File: src/logic/cep_defs.vh
`ifndef CEP_DEFS_VH
`define CEP_DEFS_VH

// ----------------------------------------------------------------
// address decode
// ----------------------------------------------------------------
`define CEP_IO1_PAGE      8'hde
`define CEP_IO2_PAGE      8'hdf
`define CEP_LOW_ROM_BLK   3'h4
`define CEP_HIGH_ROM_BLK  3'h7

// ----------------------------------------------------------------
// timing
// ----------------------------------------------------------------
`define CEP_PHI2_DIV      4'h8
`define CEP_BA_LEAD       2'h3
`define CEP_FETCH_PERIOD  6'h3f
`define CEP_FETCH_LEN     6'h28

`endif

File: src/logic/cep_port.v
// Functional notes
// - first I/O select low for addresses de00 to deff, else high.
// - second I/O select low for addresses df00 to dfff.
// - low ROM window select low for 8K block at 8000.
// - high ROM window select low for 8K block at e000.
// - both memory configuration lines are active-low inputs, released high.
// - DMA request low floats address, data and read/write drivers.
// - DMA request reads inactive when undriven, via pull-up.
// - bus-available low three cycles before video fetch, until fetch ends. The port adds no lead; it follows the fetch request one clock later.
// - dot clock presented; all timing, phase-2 included, derived from it. The code divides dot clock and phase-2 each from the system clock.
// - interrupt request is active low; cartridge may pull it.
// - reset driven out buffered and accepted as input from cartridge.
// - NMI active low, driven out buffered, accepted from cartridge.
// - 16-bit address bus exposed on the port.
// - 8-bit bidirectional data bus exposed on the port.
// - phase-2 clock and read/write line provided on the port.
`include "cep_defs.vh"

module cep_port (
  // clock and reset
  input  wire        clk_i,
  input  wire        nrst_i,
  // processor side
  input  wire [15:0] cpu_addr_i,
  input  wire [7:0]  cpu_wdata_i,
  input  wire        cpu_rw_i,
  input  wire        cpu_irq_n_i,
  input  wire        cpu_nmi_n_i,
  input  wire        cpu_rst_n_i,
  output wire [7:0]  cpu_rdata_o,
  output wire        cpu_irq_n_o,
  output wire        cpu_nmi_n_o,
  output wire        cpu_rst_n_o,
  output wire        cpu_float_o,
  output wire        cfg_a_n_o,
  output wire        cfg_b_n_o,
  // video fetch request
  input  wire        vid_fetch_i,
  // port: clocks
  output wire        dot_clk_o,
  output wire        phi2_o,
  // port: address, data, read/write
  input  wire [15:0] addr_i,
  output wire [15:0] addr_o,
  output wire        addr_oe_o,
  input  wire [7:0]  data_i,
  output wire [7:0]  data_o,
  output wire        data_oe_o,
  input  wire        rw_i,
  output wire        rw_o,
  output wire        rw_oe_o,
  // port: selects
  output wire        io1_sel_n_o,
  output wire        io2_sel_n_o,
  output wire        low_rom_window_sel_n_o,
  output wire        high_rom_window_sel_n_o,
  // port: config, dma, bus available
  input  wire        mem_config_a_n_i,
  input  wire        mem_config_b_n_i,
  input  wire        dma_req_n_i,
  output wire        ba_o,
  // port: shared open-drain lines
  input  wire        irq_n_i,
  output wire        irq_n_o,
  output wire        irq_oe_o,
  input  wire        nmi_n_i,
  output wire        nmi_n_o,
  output wire        nmi_oe_o,
  input  wire        rst_n_i,
  output wire        rst_n_o,
  output wire        rst_oe_o
);

  // ----------------------------------------------------------------
  // pin synchronisers
  // ----------------------------------------------------------------
  wire [5:0] pin_s;

  // released lines idle high, so reset value is 1
  cep_sync3 #(
    .W   (6),
    .RST (1'b1)
  ) u_sync (
    .clk_i  (clk_i),
    .nrst_i (nrst_i),
    .d_i    ({mem_config_a_n_i, mem_config_b_n_i, dma_req_n_i,
              irq_n_i, nmi_n_i, rst_n_i}),
    .q_o    (pin_s)
  );

  wire cfg_a_s = pin_s[5];
  wire cfg_b_s = pin_s[4];
  wire dma_s   = pin_s[3];
  wire irq_s   = pin_s[2];
  wire nmi_s   = pin_s[1];
  wire rst_s   = pin_s[0];

  // ----------------------------------------------------------------
  // dot clock and phase-2 from the system clock
  // ----------------------------------------------------------------
  reg [3:0] div_q;
  reg       phi2_q;
  reg       dot_q;

  // divide the system clock to dot clock and, separately, to phase-2
  always @(posedge clk_i or negedge nrst_i) begin
    if (!nrst_i) begin
      div_q  <= 4'h0;
      phi2_q <= 1'b0;
      dot_q  <= 1'b0;
    end else begin
      dot_q <= ~dot_q;
      if (div_q == `CEP_PHI2_DIV - 4'h1) begin
        div_q  <= 4'h0;
        phi2_q <= ~phi2_q;
      end else begin
        div_q <= div_q + 4'h1;
      end
    end
  end

  assign dot_clk_o = dot_q;
  assign phi2_o    = phi2_q;

  // ----------------------------------------------------------------
  // dma float: taken on every clock while phase-2 is low
  // ----------------------------------------------------------------
  reg float_q;

  // external master is trusted to request with phase-2 low
  always @(posedge clk_i or negedge nrst_i) begin
    if (!nrst_i) begin
      float_q <= 1'b0;
    end else if (!phi2_q) begin
      float_q <= ~dma_s;
    end
  end

  assign cpu_float_o = float_q;

  // ----------------------------------------------------------------
  // bus-available from the video fetch request, one clock later
  // ----------------------------------------------------------------
  reg ba_q;

  // fetch request is raised the lead time ahead of the take-over
  always @(posedge clk_i or negedge nrst_i) begin
    if (!nrst_i) begin
      ba_q <= 1'b1;
    end else begin
      ba_q <= ~vid_fetch_i;
    end
  end

  assign ba_o = ba_q;

  // ----------------------------------------------------------------
  // address, data and read/write drivers
  // ----------------------------------------------------------------
  reg [15:0] addr_q;
  reg [7:0]  wdata_q;
  reg        rw_q;
  reg [7:0]  rdata_q;

  // register processor outputs; capture read data at phase-2 high
  always @(posedge clk_i or negedge nrst_i) begin
    if (!nrst_i) begin
      addr_q  <= 16'h0000;
      wdata_q <= 8'h00;
      rw_q    <= 1'b1;
      rdata_q <= 8'h00;
    end else begin
      addr_q  <= cpu_addr_i;
      wdata_q <= cpu_wdata_i;
      rw_q    <= cpu_rw_i;
      if (phi2_q && rw_i)
        rdata_q <= data_i;
    end
  end

  wire own = ~float_q;

  assign addr_o    = addr_q;
  assign addr_oe_o = own;
  assign rw_o      = rw_q;
  assign rw_oe_o   = own;
  assign data_o    = wdata_q;
  // drive data only on own writes with phase-2 high
  assign data_oe_o = own & ~rw_q & phi2_q;
  assign cpu_rdata_o = rdata_q;

  // ----------------------------------------------------------------
  // select decode from the bus address (own or external master)
  // ----------------------------------------------------------------
  reg io1_q;
  reg io2_q;
  reg low_win_q;
  reg high_win_q;

  // buffered selects
  always @(posedge clk_i or negedge nrst_i) begin
    if (!nrst_i) begin
      io1_q      <= 1'b1;
      io2_q      <= 1'b1;
      low_win_q  <= 1'b1;
      high_win_q <= 1'b1;
    end else begin
      io1_q      <= ~(addr_i[15:8] == `CEP_IO1_PAGE);
      io2_q      <= ~(addr_i[15:8] == `CEP_IO2_PAGE);
      low_win_q  <= ~(addr_i[15:13] == `CEP_LOW_ROM_BLK);
      high_win_q <= ~(addr_i[15:13] == `CEP_HIGH_ROM_BLK);
    end
  end

  assign io1_sel_n_o             = io1_q;
  assign io2_sel_n_o             = io2_q;
  assign low_rom_window_sel_n_o  = low_win_q;
  assign high_rom_window_sel_n_o = high_win_q;

  // ----------------------------------------------------------------
  // config inputs and shared open-drain lines
  // ----------------------------------------------------------------
  assign cfg_a_n_o = cfg_a_s;
  assign cfg_b_n_o = cfg_b_s;

  // open drain: drive low only, released otherwise
  assign irq_n_o  = 1'b0;
  assign irq_oe_o = ~cpu_irq_n_i;
  assign nmi_n_o  = 1'b0;
  assign nmi_oe_o = ~cpu_nmi_n_i;
  assign rst_n_o  = 1'b0;
  assign rst_oe_o = ~cpu_rst_n_i;

  // wired level back to the processor
  assign cpu_irq_n_o = irq_s & cpu_irq_n_i;
  assign cpu_nmi_n_o = nmi_s & cpu_nmi_n_i;
  assign cpu_rst_n_o = rst_s & cpu_rst_n_i;

endmodule // cep_port

File: src/logic/cep_sync3.v
// ----------------------------------------------------------------
// three-stage synchroniser; a change is taken once stages 2 and 3 agree
// ----------------------------------------------------------------
module cep_sync3 #(
  parameter W   = 1,
  parameter RST = 1'b1
) (
  // clock and reset
  input  wire         clk_i,
  input  wire         nrst_i,
  // data
  input  wire [W-1:0] d_i,
  output wire [W-1:0] q_o
);

  reg [W-1:0] s1_q;
  reg [W-1:0] s2_q;
  reg [W-1:0] s3_q;
  reg [W-1:0] out_q;

  // shift chain
  always @(posedge clk_i or negedge nrst_i) begin
    if (!nrst_i) begin
      s1_q  <= {W{RST}};
      s2_q  <= {W{RST}};
      s3_q  <= {W{RST}};
      out_q <= {W{RST}};
    end else begin
      s1_q <= d_i;
      s2_q <= s1_q;
      s3_q <= s2_q;
      // per-bit agreement
      out_q <= (s2_q & s3_q) | (out_q & (s2_q | s3_q));
    end
  end

  assign q_o = out_q;

endmodule // cep_sync3

File: config.mk
export PLATFORM = sky130hd
export DESIGN_NAME = cep_port
export DESIGN_NICKNAME = d
export VERILOG_FILES = /design/src/logic/cep_port.v /design/src/logic/cep_sync3.v
export VERILOG_INCLUDE_DIRS = /design/src /design/src/logic
export SDC_FILE = /design/constraint.sdc
export NUM_CORES = 1
export LEC_CHECK = 0
export BUFFER_PORTS_ARGS = -buffer_cell sky130_fd_sc_hd__buf_2
export CORE_MARGIN = 2
export CORE_UTILIZATION = 43
export CTS_CLUSTER_DIAMETER = 40
export DETAILED_ROUTE_END_ITERATION = 8
export GPL_ROUTABILITY_DRIVEN = 0
export GPL_TIMING_DRIVEN = 0
export PLACE_DENSITY = 0.78
export SLEW_MARGIN = 20
export SYNTH_ARGS = -nofsm -noshare
export SYNTH_HDL_FRONTEND = slang
export SYNTH_SLANG_ARGS = --single-unit
File: constraint.sdc
create_clock -name clk_i -period 1.4 [get_ports clk_i]
set_input_delay 0.28 -clock clk_i [delete_from_list [all_inputs] [get_ports clk_i]]
set_output_delay 0.28 -clock clk_i [all_outputs]
set_load 0.03 [all_outputs]
## Word-level counts from Yosys, hierarchy flattened

Cells that the tools add are included.

| cells by class | value |
|---|---|
| mux-type cells | 1 |
| add/sub/neg operators | 1 |
| equality and inequality tests | 5 |
| bitwise logic cells | 22 |
| reductions and logical operators | 1 |

Operators with widths:

| operator | count |
|---|---|
| 8-bit == test (second input constant) | 2 |
| 1-bit NOT | 13 |
| 6-bit bitwise AND | 2 |
| 6-bit bitwise OR | 2 |
| 3-bit == test (second input constant) | 2 |
| 1-bit bitwise AND | 5 |
| 4-bit by 1-bit adder with 4-bit output (second input constant) | 1 |
| 4-bit by 3-bit == test with 1-bit output (second input constant) | 1 |
| 4-bit 2-to-1 mux | 1 |
| 1-bit logical AND | 1 |

| storage, ports and cells | value |
|---|---|
| register bits | 69 |
| input port bits | 62 |

## Logic depth before layout (Yosys ltp)

Gate-level depths: netlist of run 1.

| logic depth | value |
|---|---|
| depth after elaboration | 3 |
| gate-level depth with buffers | 3 |

## Modules after synthesis

Synthesis of run 1 repeated with hierarchy kept, for this count alone.

| unflattened totals | value |
|---|---|
| cell total of the unflattened synthesis | 115 |
| area total of the unflattened synthesis | 2,130.8 um2 |

Modules (own cells, without submodules):

| module | times used | sequential area each (um2) | cells an instance | area an instance (um2) |
|---|---|---|---|---|
| cep_port | 1 | 1,133.6 | 85 | 1,432.6 |
| cep_sync3 | 1 | 630.6 | 30 | 698.2 |

## Worst setup path after synthesis of run 1

No wires, ideal clock.

| timing path | value |
|---|---|
| kind | reg-to-output |
| start | register phi2_q, in the netlist phi2_o |
| end | output data_oe_o |
| setup slack | -0.272 ns |
| data required time | 1.120 ns |
| path buffers | 0 |
| stages on the path, launching flop included | 2 |
| arrival time | 1.392 ns |
| path through | dfrtp_1 > nor3b_1 |

| on the way | value |
|---|---|
| longest elaborated chain between the ends | 1 |

Ends and longest elaborated chain:

| element | RTL line | RTL |
|---|---|---|
| start, declared | cep_port.v:102 | `reg phi2_q;` |
| start signal, assigned | cep_port.v:115 | `phi2_q <= ~phi2_q;` |
| 1-bit bitwise AND | cep_port.v:189 | `assign data_oe_o = own & ~rw_q & phi2_q;` |
| end, declared | cep_port.v:48 | `output wire data_oe_o,` |

No other way between the ends.

## Worst setup path in the final report of run 1

| timing path | value |
|---|---|
| start | register u_sync.out_q[2], in the netlist u_sync.q_o[2] |
| end | output cpu_irq_n_o |

| on the way | value |
|---|---|
| longest elaborated chain between the ends | 1 |

Ends and longest elaborated chain:

| element | RTL line | RTL |
|---|---|---|
| start, declared | cep_sync3.v:19 | `reg [W-1:0] out_q;` |
| start signal, assigned | cep_sync3.v:27 | `out_q <= {W{RST}};` |
| start signal, assigned | cep_sync3.v:33 | `out_q <= (s2_q & s3_q) \| (out_q & (s2_q \| s3_q));` |
| 1-bit bitwise AND | cep_port.v:235 | `assign cpu_irq_n_o = irq_s & cpu_irq_n_i;` |
| end, declared | cep_port.v:31 | `output wire cpu_irq_n_o,` |

No other way between the ends.

==> results of run 1 <==
power breakdown:
group	internal [W]	switching, W
clock	0.000735	0.000641
combinational	0.000178	0.000313
sequential	0.00214	0.0000417
state kept, by name (all words and copies together), names as in the netlist, 4 cells and up:
name	count
div_q	4
u_sync.s3_q	6
u_sync.s2_q	6
data_o	8
cpu_rdata_o	8
u_sync.s1_q	6
addr_o	16
u_sync.q_o	6
critical path: cells and delay by family, from the launching register on:
| family | cells | cell delay, ps |
|---|---|---|
| buffers and inverters | 1 | 120 |
| flip-flops | 1 | 540 |
| AND/OR/NAND/NOR | 1 | 130 |
area by class of cell:
cell class,count,area (um2),area share
well taps,67,83.8,0.0280
flip-flops and latches,69,1770,0.590
plain buffers,3,22.5,0.00753
clock inverters,2,10.0,0.00334
clock buffers,14,163,0.0543
repair buffers,109,601,0.201
multi-input cells,39,325,0.109
inverters,6,22.5,0.00753
worst paths after layout:
path	start	end	slack, ps	depth (start not counted)
setup reg to reg	phi2_o	cpu_rdata_o[3]	250	3
hold reg to reg	u_sync.s1_q[3]	u_sync.s2_q[3]	350	0
min in group asynchronous	nrst_i	addr_o[12]	410	2
max in group asynchronous	nrst_i	low_rom_window_sel_n_o	410	3
setup / recovery	u_sync.q_o[2]	cpu_irq_n_o	3	2
hold / removal	nmi_n_i	u_sync.s1_q[1]	40	1
through the flow:
step	power [W]	instances
2_1_floorplan	0.00247	118
3_3_place_gp	0.00268	290
3_5_place_dp	0.00270	291
4_1_cts	0.00414	308
5_1_grt	0.00424	309
6_report	0.00405	309
Yosys cell counts (all sizes together):
cell and number:
buf 4, and3 1, and4b 1, maj3 6, nor3b 1, nand2 3, dfstp 30, ha 1
xor2 1, inv 6, and2 3, mux2 9, dfrtp 39, conb 1, nand3b 2, xnor2 1
o21ai 1, nor2b 1, nand3 3, nor2 2
metal layers:
metal | vias up | track usage
met1 | 620 | 0.146
met3 | 8 | 0.0854
met5 | - | 0
met2 | 102 | 0.223
li1 | 608 | -
met4 | 0 | 0.107
logic make-up (layout without fill, tap and decap cells):
family / after synthesis / count (layout) / synth area share
buffers and inverters: 10 / 134 / 0.0248
and+or+nand+nor: 17 / 17 / 0.0495
adders and majority gates: 7 / 7 / 0.0342
other: 1 / 3 / 0.00177
xor gates and xnor gates: 2 / 2 / 0.00826
DFF: 69 / 69 / 0.831
AOI/OAI and AO/OA: 1 / 1 / 0.00236
muxes: 9 / 9 / 0.0478
repair_timing:
action | 4_1_cts | 5_1_grt
hold endpoints to repair | 23 | 0
pin swaps | 0 | 1
setup buffers | 0 | 2
setup endpoints to repair | 5 | 5
resized for setup | 12 | 1
hold buffers | 1 | 0
==> flow_metrics.py, run 1 <==
metrics = {
    "layout": {
        "mostFrequentLayoutCell": "buf_2",
        "fin_util": 0.629,
        "drive_gt1_frac": 0.698,
        "fill_cells": 369,
        "area_delta_synth_final_pct": 41.0,
        "finalNetCount": 300,
        "final_cell_mix": "buf_2, dfrtp_1, dfstp_2",
        "diodes": 0,
        "design_area_mm2": 0.00299,
    },
    "placement": {
        "placed_area_mm2": 0.00277,
        "dp_hpwl_mm": 2.80,
        "port_buffers": 105,
        "post-place-ws_ps": 251,
    },
    "run": {
        "cap_violations": 0,
    },
    "sta": {
        "setup_ws_ps": 3.18,
        "fmax_ghz": 0.716,
        "fin_crit_ps": 1400,
        "hold_viol": 0,
        "slew_viol_final": 0,
        "rsz0062_at_grt": "yes",
        "fin_setup_tns_ps": 0,
        "holdWs_ps": 42.1,
        "finalSetupViolations": 0,
        "fin_skew_ps": 5.22,
        "fin_crit_sh": 0.998,
    },
    "clock_network": {
        "h-tree-depth": 3,
        "clock-sinks": 69,
        "clkLatencyLatePin_ps": 330,
        "cts.clk_slew.worst_paths_ps": 60,
        "cts_tree": "done",
        "clk_path_buf_depth": 2,
        "cts_made_buffers": 9,
        "root_buffer": "clkbuf_8",
    },
    "worst_setup_path": {
        "worstPathArrival_ps": 1120,
        "slowest_stage": "dfstp_2",
        "crit_fanout": 2,
        "endpoint_kind": "output port",
        "crit_type": "reg -> out",
        "cp_slowest_stage_delay_ps": 540,
        "startpoint_type": "flip-flop",
        "crit_chain": "and2_4 -> buf_6",
        "critPathRequiredTime_ps": 1120,
    },
    "pwr": {
        "p_leak_nw": 1.49,
        "vdd_drop_max_mv": 0.857,
        "power.density_mw_per_mm2": 1350,
    },
    "drt": {
        "wl_met3_um": 613,
        "drc_errors": 0,
        "wirelength_mm": 3.71,
        "maxUsedRoutingLayer": "met4",
        "wl_met2_mm": 1.69,
        "ant_nets": 0,
        "vias": 1338,
        "firstDrtPassIters": 4,
        "via_per_inst": 4.33,
        "wire_per_inst_um": 12.0,
        "met1Wirelength_mm": 1.33,
        "drt_iter0_drc": 12,
    },
    "yosys": {
        "yosysWarnings": 0,
        "synthCells": 116,
        "yosysTopAreaCell": "dfrtp_1",
        "synth.distinct_cells": 21,
        "yosysSeqAreaShare": 0.831,
        "synth.area.top_cells": "dfrtp_1, dfstp_2, mux2_2",
        "ys_ff_latch": 69,
        "yosysTopAreaCellShare": 0.460,
        "avgSynthCellArea_um2": 18.3,
        "syn_area_mm2": 0.00212,
    },
    "global_routing": {
        "antenna_found_initial": 0,
        "grt_max_degree": 39,
        "grt_usage": 0.145,
        "grt_pass1_vias": 1319,
        "grt_pass1_wl_mm": 5.64,
        "overflow": 0,
    },
    "hold_path": {
        "hp-class": "in -> reg",
    },
    "floorplan": {
        "die_w_um": 74.3,
        "die_h_um": 74.3,
        "rows": 25,
        "io_pins": 117,
        "start_util": 0.446,
        "core_mm2": 0.00475,
        "dieArea_mm2": 0.00551,
    },
    "outcome": {
        "status": "completed",
    },
}
(Power assumes the default switching activity.)
==> run 2: changes to the inputs <==
--- a/config.mk
+++ b/config.mk
@@ -8,12 +8,11 @@
 export LEC_CHECK = 0
 export BUFFER_PORTS_ARGS = -buffer_cell sky130_fd_sc_hd__buf_2
 export CORE_MARGIN = 2
-export CORE_UTILIZATION = 43
+export CORE_UTILIZATION = 40
 export CTS_CLUSTER_DIAMETER = 40
 export DETAILED_ROUTE_END_ITERATION = 8
 export GPL_ROUTABILITY_DRIVEN = 0
-export GPL_TIMING_DRIVEN = 0
-export PLACE_DENSITY = 0.78
+export PLACE_DENSITY = 0.73
 export SLEW_MARGIN = 20
 export SYNTH_ARGS = -nofsm -noshare
 export SYNTH_HDL_FRONTEND = slang
==> constraint.sdc (replaced) <==
create_clock -name clk_i -period 1.3 [get_ports clk_i]
set_input_delay 0.26 -clock clk_i [delete_from_list [all_inputs] [get_ports clk_i]]
set_output_delay 0.26 -clock clk_i [all_outputs]
set_load 0.03 [all_outputs]
==> flow_metrics.py, run 2 (same netlist as run 1, synthesis figures left out) <==
metrics = {
    "outcome": {
        "status": "finished, violations left",
        "violations": "negative setup slack",
    },
    "placement": {
        "placed_area_mm2": 0.00276,
        "dp_hpwl_mm": 2.84,
        "port_buffers": 105,
        "dp.cells": 291,
    },
    "worst_setup_path": {
        "reg2reg_depth": 4,
        "slowest_stage": "dfstp_2",
        "endpoint_kind": "output port",
        "worstPathArrival_ps": 1110,
        "cp_slowest_stage_delay_ps": 540,
        "startpoint_type": "flip-flop",
        "crit_type": "reg -> out",
        "critPathRequiredTime_ps": 1040,
        "crit_fanout": 2,
        "crit_chain": "and2_4 -> buf_6",
    },
    "clock_network": {
        "clkLatencyLatePin_ps": 320,
        "cts.clk_slew.worst_paths_ps": 70,
        "h-tree-depth": 3,
        "root_buffer": "clkbuf_8",
        "cts_made_buffers": 9,
        "cts_tree": "done",
        "clk_path_buf_depth": 2,
        "clock-sinks": 69,
    },
    "sta": {
        "fin_setup_tns_ps": -251,
        "hold_viol": 0,
        "rsz0062_at_grt": "yes",
        "fmax_ghz": 0.729,
        "finalSetupViolations": 4,
        "slew_viol_final": 0,
        "fin_crit_sh": 1.05,
        "setup_ws_ps": -71.2,
        "fin_skew_ps": 3.38,
        "fin_crit_ps": 1370,
    },
    "drt": {
        "via_per_inst": 4.20,
        "drt_iter0_drc": 25,
        "vias": 1316,
        "firstDrtPassIters": 4,
        "wirelength_mm": 3.88,
        "drc_errors": 0,
        "ant_nets": 0,
        "wire_per_inst_um": 12.4,
    },
    "hold_path": {
        "hold-path-cell-count": 1,
        "hp-class": "in -> reg",
    },
    "layout": {
        "drive_gt1_frac": 0.704,
        "area_delta_synth_final_pct": 45.9,
        "fill_cells": 413,
        "mostFrequentLayoutCell": "buf_2",
        "largest_reg_flops": 16,
        "design_area_mm2": 0.00310,
        "diodes": 0,
        "finalNetCount": 301,
        "final_cell_mix": "buf_2, dfrtp_1, dfstp_2",
        "fin_util": 0.606,
        "final_cell_count_no_fill": 313,
    },
    "floorplan": {
        "die_w_um": 76.8,
        "die_h_um": 76.8,
        "core_mm2": 0.00511,
        "rows": 26,
        "dieArea_mm2": 0.00590,
        "start_util": 0.415,
        "io_pins": 117,
    },
    "pwr": {
        "vdd_drop_max_mv": 1.02,
        "power.density_mw_per_mm2": 1470,
        "p_leak_nw": 1.52,
    },
    "global_routing": {
        "grt_usage": 0.148,
        "antenna_found_initial": 0,
        "grt_max_degree": 34,
        "overflow": 0,
        "grt_pass1_vias": 1434,
        "grt_pass1_wl_mm": 6.47,
    },
    "run": {
        "cap_violations": 0,
    },
}
==> run 2: final timing paths <==
kind | start | end | slack [ps]
max in group asynchronous | nrst_i | io2_sel_n_o | 420
min in group asynchronous | nrst_i | addr_o[13] | 360
worst min-delay path | cpu_rw_i | rw_o | 30
worst min register to register | u_sync.s1_q[3] | u_sync.s2_q[3] | 360
worst max-delay path | u_sync.q_o[0] | cpu_rst_n_o | -70
worst max register to register | phi2_o | cpu_rdata_o[7] | 70
==> run 2: layer usage <==
metal,up-vias,global-route usage,share of wire,wire [um]
met4,0,0.0982,0.030,115
met1,601,0.159,0.38,1470
li1,611,-,-,-
met2,93,0.224,0.45,1740
met3,11,0.0824,0.14,559
met5,-,0,0,0
==> run 2: metrics by stage <==
step | worst slack (ps) | total power, W | hold slack, ps
finish | -71.2 | 0.00456 | 32.7
global route | -141 | 0.00478 | 4.92
CTS | -90.1 | 0.00461 | 10.6
detailed placement | 124 | 0.00290 | 152
global placement | 166 | 0.00289 | 152
floorplan | 4.23 | 0.00267 | -35.6
==> run 2: timing repair <==
action                                 CTS  global route
hold buffers                             1             0
gates resized for setup                 26             4
endpoints found under the hold margin    4             0
pin swaps                                1             0
setup endpoints to repair               15            18
buffers inserted                         3             2
==> run 2: worst max-delay path, delay by kind of cell, from the launching register on <==
kind	cells	cell delay (ps)
DFF	1	540
and+or+nand+nor	1	130
buffers and inverters	1	120
==> run 2: power breakdown <==
group | switching (W) | total (W) | internal (W)
clock network | 0.000707 | 0.00164 | 0.000933
registers | 0.0000521 | 0.00236 | 0.00231
logic | 0.000341 | 0.000557 | 0.000215
==> run 2: layout make-up <==
| class | instances | area, um2 | share of cell area |
|---|---|---|---|
| repair buffers | 113 | 688 | 0.222 |
| well taps | 70 | 87.6 | 0.0283 |
| clock inverters | 4 | 47.5 | 0.0154 |
| multi-input cells | 39 | 340 | 0.110 |
| inverters | 6 | 22.5 | 0.00727 |
| clock buffers | 12 | 145 | 0.0469 |
| flip-flops and latches | 69 | 1770 | 0.570 |
==> run 3: changes to the inputs <==
--- a/config.mk
+++ b/config.mk
@@ -12,7 +12,8 @@
 export CTS_CLUSTER_DIAMETER = 40
 export DETAILED_ROUTE_END_ITERATION = 8
 export GPL_ROUTABILITY_DRIVEN = 0
-export PLACE_DENSITY = 0.73
+export PLACE_DENSITY = 0.76
+export REMOVE_ABC_BUFFERS = 1
 export SLEW_MARGIN = 20
 export SYNTH_ARGS = -nofsm -noshare
 export SYNTH_HDL_FRONTEND = slang
==> constraint.sdc (replaced) <==
create_clock -name clk_i -period 1.3 [get_ports clk_i]
set_input_delay 0.26 -clock clk_i [delete_from_list [all_inputs] [get_ports clk_i]]
set_output_delay 0.26 -clock clk_i [all_outputs]
set_load 0.1 [all_outputs]
==> flow_metrics.py, run 3 (same netlist as run 1, synthesis figures left out) <==
metrics = {
    "outcome": {
        "status": "finished, violations left",
        "violations": "negative setup slack",
    },
    "worst_setup_path": {
        "worstPathArrival_ps": 1180,
        "crit_chain": "nor3b_4 -> buf_12",
        "critPathRequiredTime_ps": 1040,
        "crit_type": "reg -> out",
        "endpoint_kind": "output port",
        "cp_slowest_stage_delay_ps": 410,
        "crit_fanout": 2,
        "slowest_stage": "dfrtp_1",
        "startpoint_type": "flip-flop",
    },
    "floorplan": {
        "die_h_um": 76.8,
        "die_w_um": 76.8,
        "dieArea_mm2": 0.00590,
        "core_mm2": 0.00511,
        "rows": 26,
        "start_util": 0.415,
        "io_pins": 117,
    },
    "clock_network": {
        "root_buffer": "clkbuf_8",
        "cts_tree": "done",
        "clkLatencyLatePin_ps": 330,
        "clock-sinks": 69,
        "clk_path_buf_depth": 2,
        "cts_made_buffers": 9,
        "h-tree-depth": 3,
        "cts.clk_slew.worst_paths_ps": 60,
    },
    "sta": {
        "slew_viol_final": 0,
        "setup_ws_ps": -135,
        "fmax_ghz": 0.697,
        "rsz0062_at_grt": "yes",
        "fin_skew_ps": 6.70,
        "finalSetupViolations": 11,
        "fin_crit_sh": 1.10,
        "hold_viol": 0,
        "fin_crit_ps": 1440,
    },
    "drt": {
        "wirelength_mm": 4.62,
        "drc_errors": 0,
        "ant_nets": 0,
        "firstDrtPassIters": 4,
        "via_per_inst": 4.39,
        "vias": 1360,
        "drt_iter0_drc": 32,
        "wire_per_inst_um": 14.9,
    },
    "layout": {
        "multi_input_area_um2": 332,
        "fill_cells": 321,
        "final_cell_count_no_fill": 310,
        "area_delta_synth_final_pct": 72.5,
        "drive_gt1_frac": 0.688,
        "largest_reg_flops": 16,
        "fin_util": 0.717,
        "final_cell_mix": "buf_2, buf_12, dfrtp_1",
        "regArea_mm2": 0.00176,
        "diodes": 0,
        "mostFrequentLayoutCell": "buf_2",
        "finalNetCount": 298,
    },
    "placement": {
        "dp.cells": 293,
        "dp_hpwl_mm": 3.60,
        "port_buffers": 105,
        "post-place-ws_ps": 32.2,
    },
    "global_routing": {
        "grt_pass1_wl_mm": 7.49,
        "overflow": 0,
        "grt_max_degree": 43,
        "antenna_found_initial": 0,
        "grt_pass1_vias": 1591,
        "grt_usage": 0.173,
    },
    "pwr": {
        "vdd_drop_max_mv": 1.43,
        "power.density_mw_per_mm2": 1410,
        "p_leak_nw": 1.73,
    },
    "hold_path": {
        "hp-class": "in -> reg",
    },
    "run": {
        "cap_violations": 0,
    },
}
-- run 3: cell count changes in the layout (fill, tap and decap cells not counted), sizes merged --
cell / before / now
bufinv: 1 / 0
buf: 112 / 109
clkinvlp: 1 / 0
clkbuf: 12 / 14
-- run 3: worst paths after layout --
check / from / endpoint / slack, ps / cells past startpoint
worst max-delay path: cpu_float_o / data_oe_o / -140 / 2
worst min-delay path: irq_n_i / u_sync.s1_q[2] / 30 / 1
worst max register to register: phi2_o / cpu_rdata_o[2] / 190 / 3
worst min register to register: u_sync.s1_q[2] / u_sync.s2_q[2] / 350 / 0
max in group asynchronous: nrst_i / u_sync.q_o[3] / 530 / 3
min in group asynchronous: nrst_i / addr_o[6] / 480 / 3
-- run 3: worst max-delay path: cells and delay by family (launching register included) --
| kind | cells | cell delay [ps] |
|---|---|---|
| flops | 1 | 410 |
| simple gates | 1 | 230 |
| buf+inv | 1 | 210 |
-- run 3: power breakdown --
part	internal, W	switching, W	total (W)
Combinational	0.000464	0.000914	0.00138
Sequential	0.00231	0.0000909	0.00240
Clock	0.000690	0.000688	0.00138
-- run 3: area by class of cell --
type                    instances  share of cell area
clock buffers                  14              0.0390
inverters                       6             0.00684
well taps                      70              0.0239
flip-flops and latches         69               0.482
repair buffers                110               0.355
multi-input cells              39              0.0906
clock inverters                 2             0.00273
-- run 3: through the flow --
| stage | total power, W | hold WS [ps] | setup TNS, ps | instance area, um2 |
|---|---|---|---|---|
| after floorplan | 0.00320 | -35.6 | -7320 | 2100 |
| after global placement | 0.00378 | 257 | 0 | 3460 |
| after detailed placement | 0.00380 | 278 | 0 | 3460 |
| after CTS | 0.00523 | 8.54 | -1210 | 3660 |
| after global routing | 0.00536 | 5.90 | -1540 | 3660 |
| final | 0.00516 | 27.2 | -861 | 3660 |
-- run 3: routing by layer --
| metal | GRT usage | wire length (um) | share of wire | up-vias |
|---|---|---|---|---|
| met3 | 0.100 | 591 | 0.13 | 7 |
| met5 | 0 | 0 | 0 | - |
| li1 | - | - | - | 609 |
| met2 | 0.292 | 2440 | 0.53 | 85 |
| met1 | 0.166 | 1520 | 0.33 | 659 |
| met4 | 0.0873 | 78 | 0.017 | 0 |
-- run 3: timing repair --
item,4_1_cts,5_1_grt
hold buffers,1,0
pin swaps,1,0
endpoints found under the setup margin,21,16
gates resized for setup,14,1
setup buffers,0,1
hold endpoints to repair,39,0
